$ cat config.mk
export PLATFORM = sky130hd
export DESIGN_NAME = timer16_with_edge_capture
export DESIGN_NICKNAME = d
export VERILOG_FILES = /design/src/timer16_pkg.sv /design/src/timer16_with_edge_capture.sv /design/src/pin_sync_edge.sv /design/src/capture_unit.sv
export SDC_FILE = /design/constraint.sdc
export NUM_CORES = 1
export LEC_CHECK = 0
export ABC_AREA = 1
export BUFFER_PORTS_ARGS = -buffer_cell sky130_fd_sc_hd__buf_2
export CORE_ASPECT_RATIO = 0.5
export CORE_UTILIZATION = 43
export CTS_CLUSTER_DIAMETER = 50
export CTS_CLUSTER_SIZE = 14
export DETAILED_ROUTE_END_ITERATION = 8
export PLACE_DENSITY = 0.69
export SLEW_MARGIN = 40
export SYNTH_ARGS = -nofsm -noshare
export SYNTH_HDL_FRONTEND = slang
export SYNTH_SLANG_ARGS = --single-unit
$ cat constraint.sdc
create_clock -name I_SYS_CLK -period 3.07 [get_ports I_SYS_CLK]
set_input_delay 0.1535 -clock I_SYS_CLK [delete_from_list [all_inputs] [get_ports I_SYS_CLK]]
set_output_delay 0.1535 -clock I_SYS_CLK [all_outputs]
set_load 0.02 [all_outputs]
$ cat src/timer16_pkg.sv
// Functional notes
// - Sixteen-bit up-counter; writing either byte replaces that byte at once.
// - Off bit stops counting; with gate enable set, counting follows the gate.
// - Clock select: 00 instruction, 01 system, 10 crystal or pin, 11 reserved.
// - Internal sources step through the counter prescaler; instruction source steps per cycle.
// - System clock source advances four counts per instruction cycle.
// - Gate may come from the gate pin or either comparator output.
// - External pin rising edges count, resynchronised or passed straight through.
// - Crystal oscillator input can serve as the counter time base.
// - External pin counting needs a falling edge before the first counted rising edge; the crystal source does not.
// - Qualifying capture pin event copies the whole count into the hold pair.
// - Capture modes: every falling, every rising, every 4th, every 16th rising.
// - Each capture sets the capture flag; only software clears it.
// - New capture overwrites held value; no overrun detection exists.
// - Capture pin driven as output: latch level changes can trigger captures.
// - Mode changes may raise a false capture; software clears the flag after.
// - Capture prescaler clears when capture is off, not capturing, or reset.
// - Switching between prescaler modes keeps the prescaler count.
package timer16_pkg;
  localparam int unsigned COUNT_W = 16;
  localparam logic [15:0] COUNT_RST = 16'h0000;
  localparam logic [1:0] INSTR_LAST = 2'h3;
  localparam logic [1:0] INSTR_RST = 2'h0;
  localparam logic [1:0] CS_INSTR = 2'h0;
  localparam logic [1:0] CS_SYS = 2'h1;
  localparam logic [1:0] CS_EXT = 2'h2;
  localparam logic [1:0] CS_RSVD = 2'h3;
  localparam logic [1:0] GATE_PIN = 2'h0;
  localparam logic [1:0] GATE_COMP_ONE = 2'h1;
  localparam logic [1:0] GATE_COMP_TWO = 2'h2;
  localparam logic [2:0] PRE_RST = 3'h0;
  localparam logic [3:0] CAP_OFF = 4'h0;
  localparam logic [3:0] CAP_FALL = 4'h4;
  localparam logic [3:0] CAP_RISE = 4'h5;
  localparam logic [3:0] CAP_RISE4 = 4'h6;
  localparam logic [3:0] CAP_RISE16 = 4'h7;
  localparam logic [3:0] CAP_PS_RST = 4'h0;
  localparam logic [3:0] CAP_PS_LAST4 = 4'h3;
  localparam logic [3:0] CAP_PS_LAST16 = 4'hf;
  localparam int unsigned SYNC_BITS = 5;
  localparam int unsigned SB_GATE = 0;
  localparam int unsigned SB_COMP_ONE = 1;
  localparam int unsigned SB_COMP_TWO = 2;
  localparam int unsigned SB_EXT = 3;
  localparam int unsigned SB_XTAL = 4;

  function automatic logic is_capture_mode(input logic [3:0] mode);
    is_capture_mode = (mode == CAP_FALL) || (mode == CAP_RISE) || (mode == CAP_RISE4) || (mode == CAP_RISE16);
  endfunction
endpackage

$ cat src/timer16_with_edge_capture.sv
`timescale 1ns/1ps
`default_nettype none
module timer16_with_edge_capture
  import timer16_pkg::*;
#(
  parameter int unsigned COUNT_WIDTH = COUNT_W
)
(
  input wire logic I_SYS_CLK, // System clock, 10 MHz
  input wire logic I_ARST_N, // Async reset, active low
  input wire logic I_COUNTER_ON, // Counter run bit
  input wire logic I_COUNTER_GATE_ENABLE, // Gate qualifies counting
  input wire logic [1:0] I_COUNTER_CLOCK_SELECT, // Counter clock source
  input wire logic I_CRYSTAL_OSC_ENABLE, // Crystal selected for source 10
  input wire logic I_EXT_SYNC, // 1: resync external edges
  input wire logic [1:0] I_COUNTER_PRESCALE, // Divide by 1, 2, 4, 8
  input wire logic [1:0] I_GATE_SOURCE, // Gate pin or comparator
  input wire logic I_GATE_POLARITY, // Gate active level
  input wire logic I_COUNT_GATE_PIN, // Gate pin, async
  input wire logic I_COMPARATOR_ONE, // Comparator one output, async
  input wire logic I_COMPARATOR_TWO, // Comparator two output, async
  input wire logic I_EXT_COUNT_CLOCK_PIN, // External count clock pin, async
  input wire logic I_CRYSTAL_CLK, // Crystal oscillator output, async
  input wire logic [7:0] I_WR_DATA, // Count write data
  input wire logic I_COUNT_HIGH_WR, // Write high byte pulse
  input wire logic I_COUNT_LOW_WR, // Write low byte pulse
  input wire logic [3:0] I_CAPTURE_MODE_FIELD, // Capture mode
  input wire logic I_CAPTURE_PIN, // Capture pin input, async
  input wire logic I_PIN_DIRECTION, // 1: capture pin is input
  input wire logic I_PORT_LATCH, // Port bit written by software
  input wire logic I_CAPTURE_IRQ_FLAG_CLR, // Flag clear pulse
  output logic [7:0] O_COUNT_HIGH_BYTE, // Count high byte
  output logic [7:0] O_COUNT_LOW_BYTE, // Count low byte
  output logic [7:0] O_CAPTURE_HOLD_HIGH, // Held capture high byte
  output logic [7:0] O_CAPTURE_HOLD_LOW, // Held capture low byte
  output logic O_CAPTURE_IRQ_FLAG, // Capture flag, sticky
  output logic O_CAPTURE_PIN_OUT, // Capture pin drive level
  output logic O_CAPTURE_PIN_OE // Capture pin drive enable
);
  generate
    if (COUNT_WIDTH != 16)
    begin : g_bad_width
      $error("counter is built as two bytes; COUNT_WIDTH must be 16");
    end
  endgenerate

  // Registers
  logic [15:0] count_r;
  logic [15:0] count_nxt;
  logic [1:0] instr_q_r;
  logic [1:0] instr_q_nxt;
  logic [2:0] pre_r;
  logic [2:0] pre_nxt;
  logic arm_r;
  logic arm_nxt;
  logic resync_r;
  logic resync_nxt;
  logic flag_r;
  logic flag_nxt;
  logic pin_out_r;
  logic pin_oe_r;
  logic cap_meta_r;
  logic cap_sync_r;

  // Synchronised pin views
  logic [SYNC_BITS-1:0] raw_pins;
  logic [SYNC_BITS-1:0] pin_level;
  logic [SYNC_BITS-1:0] pin_rise;
  logic [SYNC_BITS-1:0] pin_fall;

  // Decode
  logic instr_tick;
  logic count_write;
  logic ext_src;
  logic xtal_src;
  logic pin_src;
  logic src_tick;
  logic [2:0] pre_last;
  logic pre_tick;
  logic gate_level;
  logic gate_ok;
  logic run;
  logic count_step;
  logic inc_now;
  logic cap_level;
  logic [15:0] hold;
  logic cap_fire;

  assign raw_pins = {I_CRYSTAL_CLK, I_EXT_COUNT_CLOCK_PIN, I_COMPARATOR_TWO, I_COMPARATOR_ONE, I_COUNT_GATE_PIN};

  pin_sync_edge #(
    .WIDTH(SYNC_BITS)
  ) u_pin_sync (
    .i_clk(I_SYS_CLK),
    .i_arst_n(I_ARST_N),
    .i_async(raw_pins),
    .o_level(pin_level),
    .o_rise(pin_rise),
    .o_fall(pin_fall)
  );

  // Instruction clock: one tick every four system clocks
  assign instr_q_nxt = instr_q_r + 2'h1;
  assign instr_tick = (instr_q_r == INSTR_LAST);

  assign count_write = I_COUNT_HIGH_WR | I_COUNT_LOW_WR;

  // Clock source selection
  assign ext_src = (I_COUNTER_CLOCK_SELECT == CS_EXT);
  assign xtal_src = ext_src & I_CRYSTAL_OSC_ENABLE;
  assign pin_src = ext_src & ~I_CRYSTAL_OSC_ENABLE;
  always_comb
  begin
    case (I_COUNTER_CLOCK_SELECT)
      CS_INSTR:
      begin
        src_tick = instr_tick;
      end
      CS_SYS:
      begin
        src_tick = 1'b1;
      end
      CS_EXT:
      begin
        if (xtal_src)
        begin
          src_tick = pin_rise[SB_XTAL];
        end
        else
        begin
          src_tick = pin_rise[SB_EXT] & arm_r;
        end
      end
      CS_RSVD:
      begin
        src_tick = 1'b0;
      end
      default:
      begin
        src_tick = 1'b0;
      end
    endcase
  end

  // Counter prescaler
  assign pre_last = (3'h1 << I_COUNTER_PRESCALE) - 3'h1;
  assign pre_tick = src_tick & (pre_r == pre_last);
  assign pre_nxt = (!I_COUNTER_ON || count_write) ? PRE_RST :
                   src_tick ? ((pre_r == pre_last) ? PRE_RST : pre_r + 3'h1) : pre_r;

  // Gate selection
  always_comb
  begin
    case (I_GATE_SOURCE)
      GATE_PIN:
      begin
        gate_level = pin_level[SB_GATE];
      end
      GATE_COMP_ONE:
      begin
        gate_level = pin_level[SB_COMP_ONE];
      end
      GATE_COMP_TWO:
      begin
        gate_level = pin_level[SB_COMP_TWO];
      end
      default:
      begin
        gate_level = 1'b0;
      end
    endcase
  end
  assign gate_ok = (gate_level == I_GATE_POLARITY);
  assign run = I_COUNTER_ON & (~I_COUNTER_GATE_ENABLE | gate_ok);
  assign count_step = run & pre_tick;

  // External edges: one extra resync stage when synchronised mode is chosen
  assign resync_nxt = count_step & ext_src & I_EXT_SYNC & ~count_write;
  assign inc_now = (ext_src && I_EXT_SYNC) ? resync_r : count_step;

  // Falling edge must arm the pin counter after write, off, or power-on
  assign arm_nxt = (!I_COUNTER_ON || count_write || !pin_src) ? 1'b0 :
                   pin_fall[SB_EXT] ? 1'b1 : arm_r;

  always_comb
  begin
    count_nxt = count_r;
    if (count_write)
    begin
      if (I_COUNT_HIGH_WR)
      begin
        count_nxt[15:8] = I_WR_DATA;
      end
      if (I_COUNT_LOW_WR)
      begin
        count_nxt[7:0] = I_WR_DATA;
      end
    end
    else if (inc_now && (I_COUNTER_ON || resync_r))
    begin
      count_nxt = count_r + 16'h0001;
    end
  end

  // Capture pin: synced input, or the port latch when driven as output
  always_ff @(posedge I_SYS_CLK or negedge I_ARST_N)
  begin
    if (!I_ARST_N)
    begin
      cap_meta_r <= 1'b0;
      cap_sync_r <= 1'b0;
    end
    else
    begin
      cap_meta_r <= I_CAPTURE_PIN;
      cap_sync_r <= cap_meta_r;
    end
  end
  assign cap_level = I_PIN_DIRECTION ? cap_sync_r : I_PORT_LATCH;

  capture_unit u_capture (
    .i_clk(I_SYS_CLK),
    .i_arst_n(I_ARST_N),
    .i_instr_tick(instr_tick),
    .i_pin_level(cap_level),
    .i_mode(I_CAPTURE_MODE_FIELD),
    .i_count(count_r),
    .o_hold(hold),
    .o_capture(cap_fire)
  );

  // Sticky flag: a capture in the clearing cycle still sets it
  assign flag_nxt = cap_fire ? 1'b1 : (I_CAPTURE_IRQ_FLAG_CLR ? 1'b0 : flag_r);

  // Instruction phase runs free from reset
  always_ff @(posedge I_SYS_CLK or negedge I_ARST_N)
  begin
    if (!I_ARST_N)
    begin
      instr_q_r <= INSTR_RST;
    end
    else
    begin
      instr_q_r <= instr_q_nxt;
    end
  end

  always_ff @(posedge I_SYS_CLK or negedge I_ARST_N)
  begin
    if (!I_ARST_N)
    begin
      count_r <= COUNT_RST;
    end
    else
    begin
      count_r <= count_nxt;
    end
  end

  // Prescaler, falling-edge arm and resync stage
  always_ff @(posedge I_SYS_CLK or negedge I_ARST_N)
  begin
    if (!I_ARST_N)
    begin
      pre_r <= PRE_RST;
      arm_r <= 1'b0;
      resync_r <= 1'b0;
    end
    else
    begin
      pre_r <= pre_nxt;
      arm_r <= arm_nxt;
      resync_r <= resync_nxt;
    end
  end

  always_ff @(posedge I_SYS_CLK or negedge I_ARST_N)
  begin
    if (!I_ARST_N)
    begin
      flag_r <= 1'b0;
    end
    else
    begin
      flag_r <= flag_nxt;
    end
  end

  // Pin drive follows the port bit and direction
  always_ff @(posedge I_SYS_CLK or negedge I_ARST_N)
  begin
    if (!I_ARST_N)
    begin
      pin_out_r <= 1'b0;
      pin_oe_r <= 1'b0;
    end
    else
    begin
      pin_out_r <= I_PORT_LATCH;
      pin_oe_r <= ~I_PIN_DIRECTION;
    end
  end

  assign O_COUNT_HIGH_BYTE = count_r[15:8];
  assign O_COUNT_LOW_BYTE = count_r[7:0];
  assign O_CAPTURE_HOLD_HIGH = hold[15:8];
  assign O_CAPTURE_HOLD_LOW = hold[7:0];
  assign O_CAPTURE_IRQ_FLAG = flag_r;
  assign O_CAPTURE_PIN_OUT = pin_out_r;
  assign O_CAPTURE_PIN_OE = pin_oe_r;
endmodule // timer16_with_edge_capture
`default_nettype wire

$ cat src/pin_sync_edge.sv
`timescale 1ns/1ps
`default_nettype none
module pin_sync_edge
  import timer16_pkg::*;
#(
  parameter int unsigned WIDTH = 1
)
(
  input wire logic i_clk, // System clock
  input wire logic i_arst_n, // Async reset, active low
  input wire logic [WIDTH-1:0] i_async, // Raw pin levels
  output logic [WIDTH-1:0] o_level, // Synchronised levels
  output logic [WIDTH-1:0] o_rise, // Rising edge pulse
  output logic [WIDTH-1:0] o_fall // Falling edge pulse
);
  logic [WIDTH-1:0] meta_r;
  logic [WIDTH-1:0] level_r;
  logic [WIDTH-1:0] prev_r;

  generate
    if (WIDTH < 1)
    begin : g_bad_width
      $error("pin_sync_edge needs WIDTH of at least one");
    end
    for (genvar b = 0; b < WIDTH; b++)
    begin : g_bit
      always_ff @(posedge i_clk or negedge i_arst_n)
      begin
        if (!i_arst_n)
        begin
          meta_r[b] <= 1'b0;
          level_r[b] <= 1'b0;
          prev_r[b] <= 1'b0;
        end
        else
        begin
          meta_r[b] <= i_async[b];
          level_r[b] <= meta_r[b];
          prev_r[b] <= level_r[b];
        end
      end
      assign o_rise[b] = level_r[b] & ~prev_r[b];
      assign o_fall[b] = ~level_r[b] & prev_r[b];
    end
  endgenerate

  assign o_level = level_r;
endmodule // pin_sync_edge
`default_nettype wire

$ cat src/capture_unit.sv
`timescale 1ns/1ps
`default_nettype none
module capture_unit
  import timer16_pkg::*;
(
  input wire logic i_clk, // System clock
  input wire logic i_arst_n, // Async reset, active low
  input wire logic i_instr_tick, // Instruction cycle strobe
  input wire logic i_pin_level, // Capture source level, same domain
  input wire logic [3:0] i_mode, // Capture mode field
  input wire logic [15:0] i_count, // Live count
  output logic [15:0] o_hold, // Held capture value
  output logic o_capture // One-cycle capture pulse
);
  logic samp_r;
  logic samp_nxt;
  logic [3:0] ps_r;
  logic [3:0] ps_nxt;
  logic [15:0] hold_r;
  logic cap_r;
  logic capturing;
  logic rise;
  logic fall;
  logic div_mode;
  logic [3:0] ps_last;
  logic ps_wrap;
  logic fire;

  assign capturing = is_capture_mode(i_mode);
  // Edges judged only on instruction ticks
  assign samp_nxt = i_instr_tick ? i_pin_level : samp_r;
  assign rise = i_instr_tick & i_pin_level & ~samp_r;
  assign fall = i_instr_tick & ~i_pin_level & samp_r;
  assign div_mode = (i_mode == CAP_RISE4) || (i_mode == CAP_RISE16);
  assign ps_last = (i_mode == CAP_RISE16) ? CAP_PS_LAST16 : CAP_PS_LAST4;
  assign ps_wrap = (ps_r >= ps_last);
  // Count kept across mode switches; cleared when capture stops or when the count wraps
  assign ps_nxt = !is_capture_mode(i_mode) ? CAP_PS_RST :
                  (div_mode && rise) ? (ps_wrap ? CAP_PS_RST : ps_r + 4'h1) : ps_r;
  assign fire = capturing &
                (((i_mode == CAP_FALL) && fall) ||
                 ((i_mode == CAP_RISE) && rise) ||
                 (div_mode && rise && ps_wrap));

  always_ff @(posedge i_clk or negedge i_arst_n)
  begin
    if (!i_arst_n)
    begin
      samp_r <= 1'b0;
      ps_r <= CAP_PS_RST;
      hold_r <= COUNT_RST;
      cap_r <= 1'b0;
    end
    else
    begin
      samp_r <= samp_nxt;
      ps_r <= ps_nxt;
      cap_r <= fire;
      if (fire)
      begin
        hold_r <= i_count;
      end
    end
  end

  assign o_hold = hold_r;
  assign o_capture = cap_r;
endmodule // capture_unit
`default_nettype wire

Yosys cells after proc, flatten, opt, wreduce, memory -nomap -nowiden
Index checks and enable logic that the tools add are counted.
W data, S select, Z words.

cells by class
  order comparisons = 1
  add/subtract/negate cells = 5
  $mul = 0
  shift-type cells = 1
  div/mod/pow operators = 0
  reductions and logical operators = 25
  multiplexer cells = 20
  equality and inequality tests = 15
  bitwise logic cells = 28

operator list
  operator                 number
  $mux W16                 2
  $and A1 B1 Y1            17
  $add A16 B1 Y16 const B  1
  $eq A4 B3 Y1 const B     4
  $mux W4                  4
  $mux W8                  2
  $logic_or A1 B1 Y1       9
  $mux W3                  3
  $not A1 Y1               9
  $eq A2 B2 Y1 const B     4
  $reduce_bool A2 Y1       4
  $mux W1                  7
  $logic_and A1 B1 Y1      6
  $ne A2 B2 Y1 const B     3
  $add A4 B1 Y4 const B    1
  $eq A2 B1 Y1 const B     2
  $ge A4 B4 Y1             1
  $logic_not A2 Y1         2
  $pmux W1 S4              1
  $reduce_and A2 Y1        2
  $add A3 B1 Y3 const B    1
  $eq A3 B3 Y1             1
  $pmux W1 S3              1
  $shl A1 B2 Y3 const A    1
  other kinds (5)          7

storage, ports and cells
  memories = 0
  output and inout port bits = 35
  bits in registers = 62
  memory bits (read-only) = 0
  latch bits = 0
  memory bits (writable) = 0
  bits of input ports = 36

Longest topological paths before layout
Gate-level depths: netlist (run 1).

  word-level depth = 11
  depth in mapped cells = 12
  gate-level depth less buffers = 12

Hierarchy
Synthesis (run 1) repeated with hierarchy kept, for this count alone.

second synthesis, totals
  cell total of the unflattened synthesis = 399
  area, all modules = 3249.4 um2

modules (own cells, without submodules)
  module                     area an instance (um2)  instances  cells each  seq. area each (um2)
  timer16_with_edge_capture  1741.7                  1          249         700.7
  capture_unit               1057.3                  1          115         550.5
  pin_sync_edge              450.4                   1          35          375.4

Worst setup path before layout (run 1)
No wires, ideal clock.

  kind = input to register
  from = input I_CAPTURE_MODE_FIELD[2]
  to = register u_capture.hold_r[8], in the netlist u_capture.o_hold[8]
  library setup time = 0.126 ns
  path slack = 1.350 ns
  cell stages on the path = 11
  buffers on the path = 1
  data arrival time = 1.594 ns
  data required time = 2.944 ns
  path through = inv_1 > nor2_1 > nand3_1 > ha_1 > a21oi_1 > inv_1 > a21oi_1 > o21ai_4 > buf_4 > nor2_1 > a21oi_2

between the ends
  word-level cells in the longest chain between the ends = 6

RTL lines
  what                                                        RTL line                                                   source
  from (decl)                                                 timer16_with_edge_capture.sv:27                            input wire logic [3:0] I_CAPTURE_MODE_FIELD,
  $eq A4 B3 Y1, on equally long branches                      timer16_pkg.sv:48, capture_unit.sv:34, capture_unit.sv:35
  $mux W4 / $logic_or A1 B1 Y1 (equally long branches)        capture_unit.sv:35, capture_unit.sv:34
  $ge A4 B4 Y1 / $logic_and A1 B1 Y1 (equally long branches)  capture_unit.sv:36, capture_unit.sv:43
  $logic_and A1 B1 Y1                                         capture_unit.sv:43                                         (div_mode && rise && ps_wrap));
  $logic_or A1 B1 Y1                                          capture_unit.sv:42                                         ((i_mode == CAP_RISE) && rise) ||
  $and A1 B1 Y1 (*)                                           capture_unit.sv:40                                         assign fire = capturing &
  to (signal assigned)                                        capture_unit.sv:61                                         hold_r <= i_count;
  to (decl)                                                   capture_unit.sv:19                                         logic [15:0] hold_r;

Every way passes the cells marked *; elsewhere a longest branch is shown, timed or not.
A chain may end at the register's enable or synchronous reset.

Final worst setup path (run 1)
  from = input I_PIN_DIRECTION
  to = register u_capture.hold_r[12], in the netlist u_capture.o_hold[12]

between the ends
  word-level cells in the longest chain between the ends = 8

RTL lines
  what                        RTL line                          source
  from (decl)                 timer16_with_edge_capture.sv:29   input wire logic I_PIN_DIRECTION,
  $mux W1 (*)                 timer16_with_edge_capture.sv:219  assign cap_level = I_PIN_DIRECTION ? cap_sync_r : I_PORT_LATCH;
  $not A1 Y1                  capture_unit.sv:33                assign fall = i_instr_tick & ~i_pin_level & samp_r;
  $and A1 B1 Y1 (2 in a row)  capture_unit.sv:33
  $logic_and A1 B1 Y1         capture_unit.sv:41                (((i_mode == CAP_FALL) && fall) ||
  $logic_or A1 B1 Y1          capture_unit.sv:41
  $logic_or A1 B1 Y1 (*)      capture_unit.sv:42
  $and A1 B1 Y1 (*)           capture_unit.sv:40

Marks and branches as above.

==> results of run 1 <==
-- cells in the mapped netlist --
master and count:
sky130_fd_sc_hd__a22o_2 1, sky130_fd_sc_hd__clkinv_1 2, sky130_fd_sc_hd__buf_6 1, sky130_fd_sc_hd__o21ai_0 21, sky130_fd_sc_hd__xnor2_1 3, sky130_fd_sc_hd__nand2_2 2, sky130_fd_sc_hd__o211ai_1 1, sky130_fd_sc_hd__nor2_2 4
sky130_fd_sc_hd__a21oi_1 10, sky130_fd_sc_hd__dfrtp_1 62, sky130_fd_sc_hd__nand2_1 93, sky130_fd_sc_hd__nor2_1 28, sky130_fd_sc_hd__nand4_1 2, sky130_fd_sc_hd__buf_2 1, sky130_fd_sc_hd__buf_4 3, sky130_fd_sc_hd__o21bai_1 1
sky130_fd_sc_hd__inv_1 43, sky130_fd_sc_hd__nand3_2 4, sky130_fd_sc_hd__nand2_4 3, sky130_fd_sc_hd__o21ai_4 1, sky130_fd_sc_hd__a21oi_2 8, sky130_fd_sc_hd__xor2_1 3, sky130_fd_sc_hd__o21ai_1 9, sky130_fd_sc_hd__ha_1 6
sky130_fd_sc_hd__clkbuf_1 1, sky130_fd_sc_hd__nand3_1 38, sky130_fd_sc_hd__inv_2 6, sky130_fd_sc_hd__nor2_4 2, sky130_fd_sc_hd__nand4_2 1, sky130_fd_sc_hd__o22ai_1 2, sky130_fd_sc_hd__nor3_2 2, sky130_fd_sc_hd__nor3_1 7
-- metal layers --
layer | up-vias | global-route usage (%) | routed length, microns | part of all wire, %
met3 | 3 | 5.66 | 298 | 4.2
met4 | 0 | 8.11 | 19 | 0.27
met5 | - | 0 | 0 | 0
met2 | 52 | 33.6 | 3340 | 47
met1 | 1201 | 27.5 | 3460 | 49
li1 | 1370 | - | - | -
-- worst max-delay path by stage --
stage | from | endpoint | slack, ps
6_report | I_PIN_DIRECTION | u_capture.o_hold[12]$_DFFE_PN0P_ | 1210
3_5_place_dp | I_CAPTURE_MODE_FIELD[3] | u_capture.o_hold[8]$_DFFE_PN0P_ | 970
3_3_place_gp | I_CAPTURE_MODE_FIELD[3] | u_capture.o_hold[14]$_DFFE_PN0P_ | 1070
2_1_floorplan | I_CAPTURE_MODE_FIELD[2] | u_capture.o_hold[8]$_DFFE_PN0P_ | 1350
4_1_cts | u_capture.ps_r[2]$_DFFE_PN0P_ | u_capture.o_hold[10]$_DFFE_PN0P_ | 1200
5_1_grt | u_capture.ps_r[2]$_DFFE_PN0P_ | u_capture.o_hold[10]$_DFFE_PN0P_ | 1060
-- layout make-up --
class                   instances  area (sq um)  area share [%]
flip-flops and latches         62          1550            39.6
multi-input cells             252          1310            33.5
repair buffers                 82           465            11.9
clock buffers                  11           233            5.94
inverters                      51           191            4.89
well taps                      92           115            2.94
clock inverters                 5          50.0            1.28
-- where the power goes --
| part | switching (mW) | internal [mW] |
|---|---|---|
| registers | 0.0773 | 0.912 |
| clock network | 0.339 | 0.622 |
| logic | 0.296 | 0.159 |
-- flip-flops by register name, indices dropped and copies added (netlist names), 2 cells and up --
signal	cells
pre_r	3
instr_q_r	2
u_pin_sync.prev_r	2
count_r	16
u_pin_sync.meta_r	5
u_pin_sync.o_level	5
u_capture.o_hold	16
u_capture.ps_r	4
-- stage by stage --
step | util [%] | instances | hold WS, ps | area, sq um | setup slack, ps
6_report | 57.3 | 555 | 115 | 3920 | 1210
5_1_grt | 57.3 | 555 | 157 | 3920 | 1060
4_1_cts | 57.3 | 555 | 104 | 3920 | 1200
3_5_place_dp | 51.7 | 529 | 124 | 3530 | 970
3_3_place_gp | 51.7 | 529 | 122 | 3530 | 1070
2_1_floorplan | - | 371 | -142 | 3100 | 1350
-- kinds of logic after synthesis --
group                    after synthesis  share of synthesized area, %
flip-flops                            62                          50.1
AO/OA/AOI/OAI                         54                          10.5
XOR/XNOR                               6                          1.70
buffers and inverters                 57                          7.56
AND/OR/NAND/NOR                      186                          27.7
adder cells (fa/ha/maj)                6                          2.43
-- worst min-delay path: cells and delay by family --
family                 cells  cell delay [ps]
buffers and inverters      2              130
and+or+nand+nor            2              110
==> run summary, run 1 <==
The transition time of the tightest slew-check pin is 538 ps. Counting every sink on the clock net gives 62. The total number of vias is 2626. By area the synthesized netlist is led by sky130_fd_sc_hd__dfrtp_1 50%, sky130_fd_sc_hd__nand2_1 11%, sky130_fd_sc_hd__nand3_1 6.1%. Traced cell by cell, the critical path runs through dlygate4sd3_1, buf_2, inv_2, nand2_1, nand2_1, nand2_1, o21ai_1, o211ai_1, o21ai_4, buf_4, nor2_1, a21oi_1. The effective utilization at floorplan came out at 45.3%. The ratio of total power to cell area is 614 mW/mm^2.

The proportion of netlist area held by the largest area contributor is 50.1%. The HPWL after detailed placement is 5070 microns. In this run the most critical hold path is launched from I_CRYSTAL_OSC_ENABLE. The post-route clock period utilization came out at 60.5%. In this run the static leakage power is 1.99 nW. The cell depth of the worst min-delay path came out at 4.

The number of gates on the worst path with buffers counted came out at 12. After floorplanning, the core was sized to cover 0.00683 sq mm. The first routing iteration left 133 violations. Measured against its own limit, the worst slew margin works out to 64.1%. The root buffer cell chosen for the clock tree is sky130_fd_sc_hd__clkbuf_16. The die outline area is 0.00756 sq mm. The path class of the tightest hold or removal check is in2reg. Data arrives at the worst endpoint at 2090 ps. The wire length reported by the detailed router came out at 7120 microns. The max-slew violation count came to 0. The layout overhead on the synthesized area is 26.5%.

The average cell area after synthesis is 8.34 sq um. The final critical delay including setup and external delays is 1860 ps. The buffer and inverter count on the worst path came out at 4. The average wire length per cell after detail routing is 12.8 microns. The DRC violation count after routing came out at 0. The launching point of the worst reg2reg path is u_capture.ps_r[2]$_DFFE_PN0P_. The maximum fanout count along the critical path came out at 33. The cell area that synthesis handed to floorplanning was 0.00310 sq mm. Entering global routing, the biggest net connects 45 pins. The final-layout fill cell count came out at 660. The number of unique standard cell types used by synthesis is 32. The number of cells traversed by the worst register-to-register path is 8. The cell family with the largest share of critical-path delay is buffers and inverters. The via count of the first global-routing pass is 2463. The biggest area contributor in the post-synthesis netlist is sky130_fd_sc_hd__dfrtp_1.

The number of levels the H-tree was split into is 3. The global-route wire length before repair is 11700 microns. The CTS clock-pin slew for the worst setup and hold paths came out at 50 ps. Counting every instance in the synthesized netlist gives 371. Among the stages of the critical path, the cell type that occurs most often is sky130_fd_sc_hd__nand2_1. STA classifies the critical path endpoint as a register.

Setup slack on the worst reg-to-reg path comes out at 1220 ps. The layout cell share with drive strength beyond 1 is 25.9%. The total CTS buffers came out at 9. The via density per instance is 4.73.

The worst stage delay on the critical path is 540 ps. At the end of routability-driven placement, the weighted congestion stood at 0.839. The worst setup path is launched from an input pin.

The peak supply drop came out at 0.000301 V. The antenna diode count is 0. The number of storage elements in the synthesis netlist came out at 62. The worst hold path endpoint is arm_r$_DFFE_PN0P_. The number of failing setup endpoints in the final timing report is 0. The endpoint identified for the worst register-to-register timing path is u_capture.o_hold[10]$_DFFE_PN0P_. The source-to-sink clock delay at the later pin of the worst-skew pair is 320 ps. The combined global-route utilization of all metal layers came out at 20.9%. The number of gates resized after cts came out at 0. Setup repair after global routing left no endpoint under its margin. Counting every net in the synthesized netlist gives 413. The tool flagged a number of max-cap violations equal to 0. The die height is 62.0 microns.

The number of hold-repair buffers added at the cts stage came out at 10. The net count of the finished layout is 500. The overall overflow remaining after global route is 0. Leaving out fill and tap cells, the most frequent cells in the layout are 93 x sky130_fd_sc_hd__nand2_1, 70 x sky130_fd_sc_hd__buf_2, 62 x sky130_fd_sc_hd__dfrtp_1. TritonCTS built the clock tree. The setup TNS came out at 0 ps. In this run the tool buffered the top-level ports with 70 buffer cells. The critical path class is in2reg. The most common library cell in the layout ignoring fill and taps is sky130_fd_sc_hd__nand2_1.

The count of final hold-check violations is 0. The cell with the largest stage delay on the worst path is sky130_fd_sc_hd__dlygate4sd3_1. Once the clock tree was built, the setup fixing pass inserted 0 buffers. The worst clock skew is 6.08 ps. The post-detailed-route count of antenna-violating nets is 0. The initial antenna violation count is 0. The site row count is 21. From left edge to right edge, the die measures 122 microns. The Yosys step of the flow raised 0 warnings. The total I/O pin count came out at 71. Overall power consumption after layout is estimated at 2.41 mW. The flow ran to the end, and the final reports show no timing, DRC or antenna violations. The peak clock frequency supported by timing is 0.538 GHz. The first-pass iteration count of the detailed router came out at 5. The maximum clock path buffer count is 2.

The post-synthesis sequential area ratio is 50.1%. Data on the critical path is required at its endpoint by 3310 ps.
(Power assumes the default switching activity.)
==> run 2: changes to the inputs <==
clock period = 1.9 ns   (was 3.07 ns; I/O delays follow)
==> run summary, run 2 (synthesis gave the netlist of run 1 again) <==
Status: finished clean (unchanged). The cell depth of the worst min-delay path came to 4 (unchanged). The library cell appearing most often on the critical path is sky130_fd_sc_hd__a21oi_1 (was sky130_fd_sc_hd__nand2_1). Worst-path cell chain: ha_1, a21oi_1, inv_1, a21oi_2, o21ai_4, buf_12, nor2_1, a21oi_1 (was dlygate4sd3_1, buf_2, inv_2, nand2_1, nand2_1, nand2_1, o21ai_1, o211ai_1, o21ai_4, buf_4, nor2_1, a21oi_1). The end of the worst register-to-register path is u_capture.o_hold[15]$_DFFE_PN0P_ (was u_capture.o_hold[10]$_DFFE_PN0P_). The clock period could shrink to 1670 ps. The max-slew violation count came out at 0 (unchanged). The combined global-route utilization of all metal layers is 21.5% (was 20.9%). The die extent in x came to 122 microns (unchanged). The area used by sequential logic in the layout is 0.00155 sq mm (about the same).

The peak clock frequency supported by timing came out at 0.599 GHz. The maximum clock path buffer count is 2 (unchanged). The net count of the finished layout was 503 (was 500). The multi-input gate area in the final layout came out at 0.00132 sq mm (was 0.00131 sq mm). The worst setup slack for register-to-register paths came out at 230 ps (was 1220 ps). The max-cap check violation count is 0 (unchanged). The worst min-delay path category was in2reg (unchanged).

The source-to-sink clock delay at the later pin of the worst-skew pair was 320 ps (about the same). The setup TNS is 0 ps (unchanged). The overall overflow remaining after global route is 0 (unchanged). The placeable core area came out at 0.00683 sq mm (unchanged). The CTS sink count is 62 (unchanged).

The transition time of the tightest slew-check pin came out at 572 ps (was 538 ps). The via density per instance came out at 4.79 (was 4.73). The worst clock skew is 4.88 ps (was 6.08 ps). The CTS clock-pin slew for the worst setup and hold paths came out at 50 ps (about the same). The maximum fanout count along the critical path is 33 (unchanged).

The launching point of the worst reg2reg path is u_capture.ps_r[2]$_DFFE_PN0P_ (unchanged). The layout overhead on the synthesized area is 27.5% (was 26.5%). The antenna diode count is 0 (unchanged).

The cell with the largest stage delay on the worst path is sky130_fd_sc_hd__dfrtp_1 (was sky130_fd_sc_hd__dlygate4sd3_1). The post-CTS setup-driven buffer insertion count is 0 (unchanged). The critical path class was reg2reg (was in2reg). The die outline area is 0.00756 sq mm (unchanged). The peak supply drop is 0.000483 V (was 0.000301 V). The via count of the first global-routing pass is 2528 (was 2463).

The most common library cell in the layout ignoring fill and taps is sky130_fd_sc_hd__nand2_1 (unchanged). The number of cells traversed by the worst register-to-register path is 8 (unchanged). The initial antenna violation count is 0 (unchanged). The wire length reported by the detailed router came out at 7170 microns (was 7120 microns).

The site row count came out at 21 (unchanged). The ratio of total power to cell area is 958 mW/mm^2 (was 614 mW/mm^2). The count of routing violations after the opening detailed-route iteration is 118 (was 133).

The headroom to the max-slew limit is 61.9% (was 64.1%). Setup repair after global routing missed its margin: no (unchanged). The placer's final routability congestion estimate is 0.825 (was 0.839). The number of levels the H-tree was split into is 3 (unchanged). The die height was 62.0 microns (unchanged). The final-layout fill cell count came out at 627 (was 660). The clock tree from TritonCTS is built (unchanged). The DRC violation count after routing is 0 (unchanged).

The worst slack at placement was 134 ps (was 970 ps). The launching element type of the critical path is a register (was input pin). The effective utilization at floorplan came out at 45.3% (unchanged). The average wire length per cell after detail routing came out at 12.8 microns (about the same).

The worst stage delay on the critical path is 410 ps (was 540 ps). The total CTS buffers is 9 (unchanged). The critical path data arrival time is 1880 ps (was 2090 ps).

Most frequent cells in the layout: 93 x sky130_fd_sc_hd__nand2_1, 70 x sky130_fd_sc_hd__buf_2, 60 x sky130_fd_sc_hd__dfrtp_1 (was 93 x sky130_fd_sc_hd__nand2_1, 70 x sky130_fd_sc_hd__buf_2, 62 x sky130_fd_sc_hd__dfrtp_1). The buffer cell driving the clock tree root is sky130_fd_sc_hd__clkbuf_16 (unchanged). The worst hold path endpoint is arm_r$_DFFE_PN0P_ (unchanged).

The first-pass iteration count of the detailed router is 5 (unchanged). The post-detailed-route count of antenna-violating nets came out at 0 (unchanged). The layout cell share with drive strength beyond 1 is 26.4% (was 25.9%). The total I/O pin count came out at 71 (unchanged). The number of failing setup endpoints in the final timing report came out at 0 (unchanged).

The kind of capture point of the worst setup path was a register (unchanged). The count of final hold-check violations is 0 (unchanged). The cell leakage power is 1.98 nW (was 1.99 nW).

The total number of vias is 2674 (was 2626). The largest net degree at the start of global routing came to 34 (was 45). The startpoint of the most critical hold path is I_CRYSTAL_OSC_ENABLE (unchanged). The global-route wire length before repair came out at 12000 microns (was 11700 microns). The post-detailed-placement half-perimeter wirelength came out at 5230 microns (was 5070 microns). Of the available clock period, the critical path in the final layout requires 87.8%. The number of input and output port buffers inserted came out at 70 (unchanged). The required time of the worst setup path is 2110 ps (was 3310 ps). The post-layout worst setup margin came out at 231 ps (was 1210 ps).
==> run 2: cell types whose count changed in the layout (fill, tap and decap cells not counted), sizes merged <==
cell | before | now
clkinv | 6 | 3
buf | 72 | 75
bufinv | 1 | 0
clkbuf | 11 | 15
==> run 2: cell type report <==
cell class	count	share of cell area, %
Timing Repair Buffer	85	12.7
Clock buffer	15	6.53
Multi-Input combinational cell	252	33.5
Tap cell	92	2.92
Sequential cell	62	39.4
Inverter	51	4.85
Clock inverter	1	0.127
==> run 2: metrics by stage <==
step                area [sq um]  hold slack (ps)  power, mW  util, %  instances
floorplan                   3100             -201       2.05        -        371
global placement            3570              123       2.33     52.2        532
detailed placement          3570              125       2.35     52.2        532
CTS                         3930             44.5       3.82     57.5        558
global route                3950             90.4       3.98     57.8        558
finish                      3950             60.5       3.78     57.8        558
==> run 2: report_power, final <==
| part | switching (mW) | internal (mW) |
|---|---|---|
| clock network | 0.524 | 0.916 |
| logic | 0.480 | 0.263 |
| registers | 0.121 | 1.48 |
==> run 2: routing by layer <==
metal	wire, microns	track usage, %
met2	3210	34.1
met1	3560	28.9
met5	0	0
met3	342	5.47
met4	61	8.11
==> run 2: worst max path at each step <==
stage,startpoint,to,slack (ps),depth (start not counted)
2_1_floorplan,I_CAPTURE_MODE_FIELD[2],u_capture.o_hold[8]$_DFFE_PN0P_,240,11
4_1_cts,instr_q_r[0]$_DFF_PN0_,count_r[15]$_DFFE_PN0P_,170,9
6_report,u_capture.ps_r[2]$_DFFE_PN0P_,u_capture.o_hold[15]$_DFFE_PN0P_,230,8
5_1_grt,count_r[0]$_DFFE_PN0P_,count_r[12]$_DFFE_PN0P_,2,11
3_5_place_dp,I_CAPTURE_MODE_FIELD[3],u_capture.o_hold[14]$_DFFE_PN0P_,130,11
3_3_place_gp,I_CAPTURE_MODE_FIELD[3],u_capture.o_hold[10]$_DFFE_PN0P_,190,11
==> run 2: worst max-delay path: cells and delay by family, from the launching register on <==
| kind | cells | cell delay, ps |
|---|---|---|
| DFF | 1 | 410 |
| AOI/OAI and AO/OA | 4 | 480 |
| adders and majority gates | 1 | 300 |
| and+or+nand+nor | 1 | 120 |
| buffers and inverters | 2 | 250 |
==> run 2: repair_timing <==
action,in CTS,in global routing
hold buffers,10,0
setup endpoints to repair,0,10
gates resized for setup,0,4
hold endpoints to repair,32,0
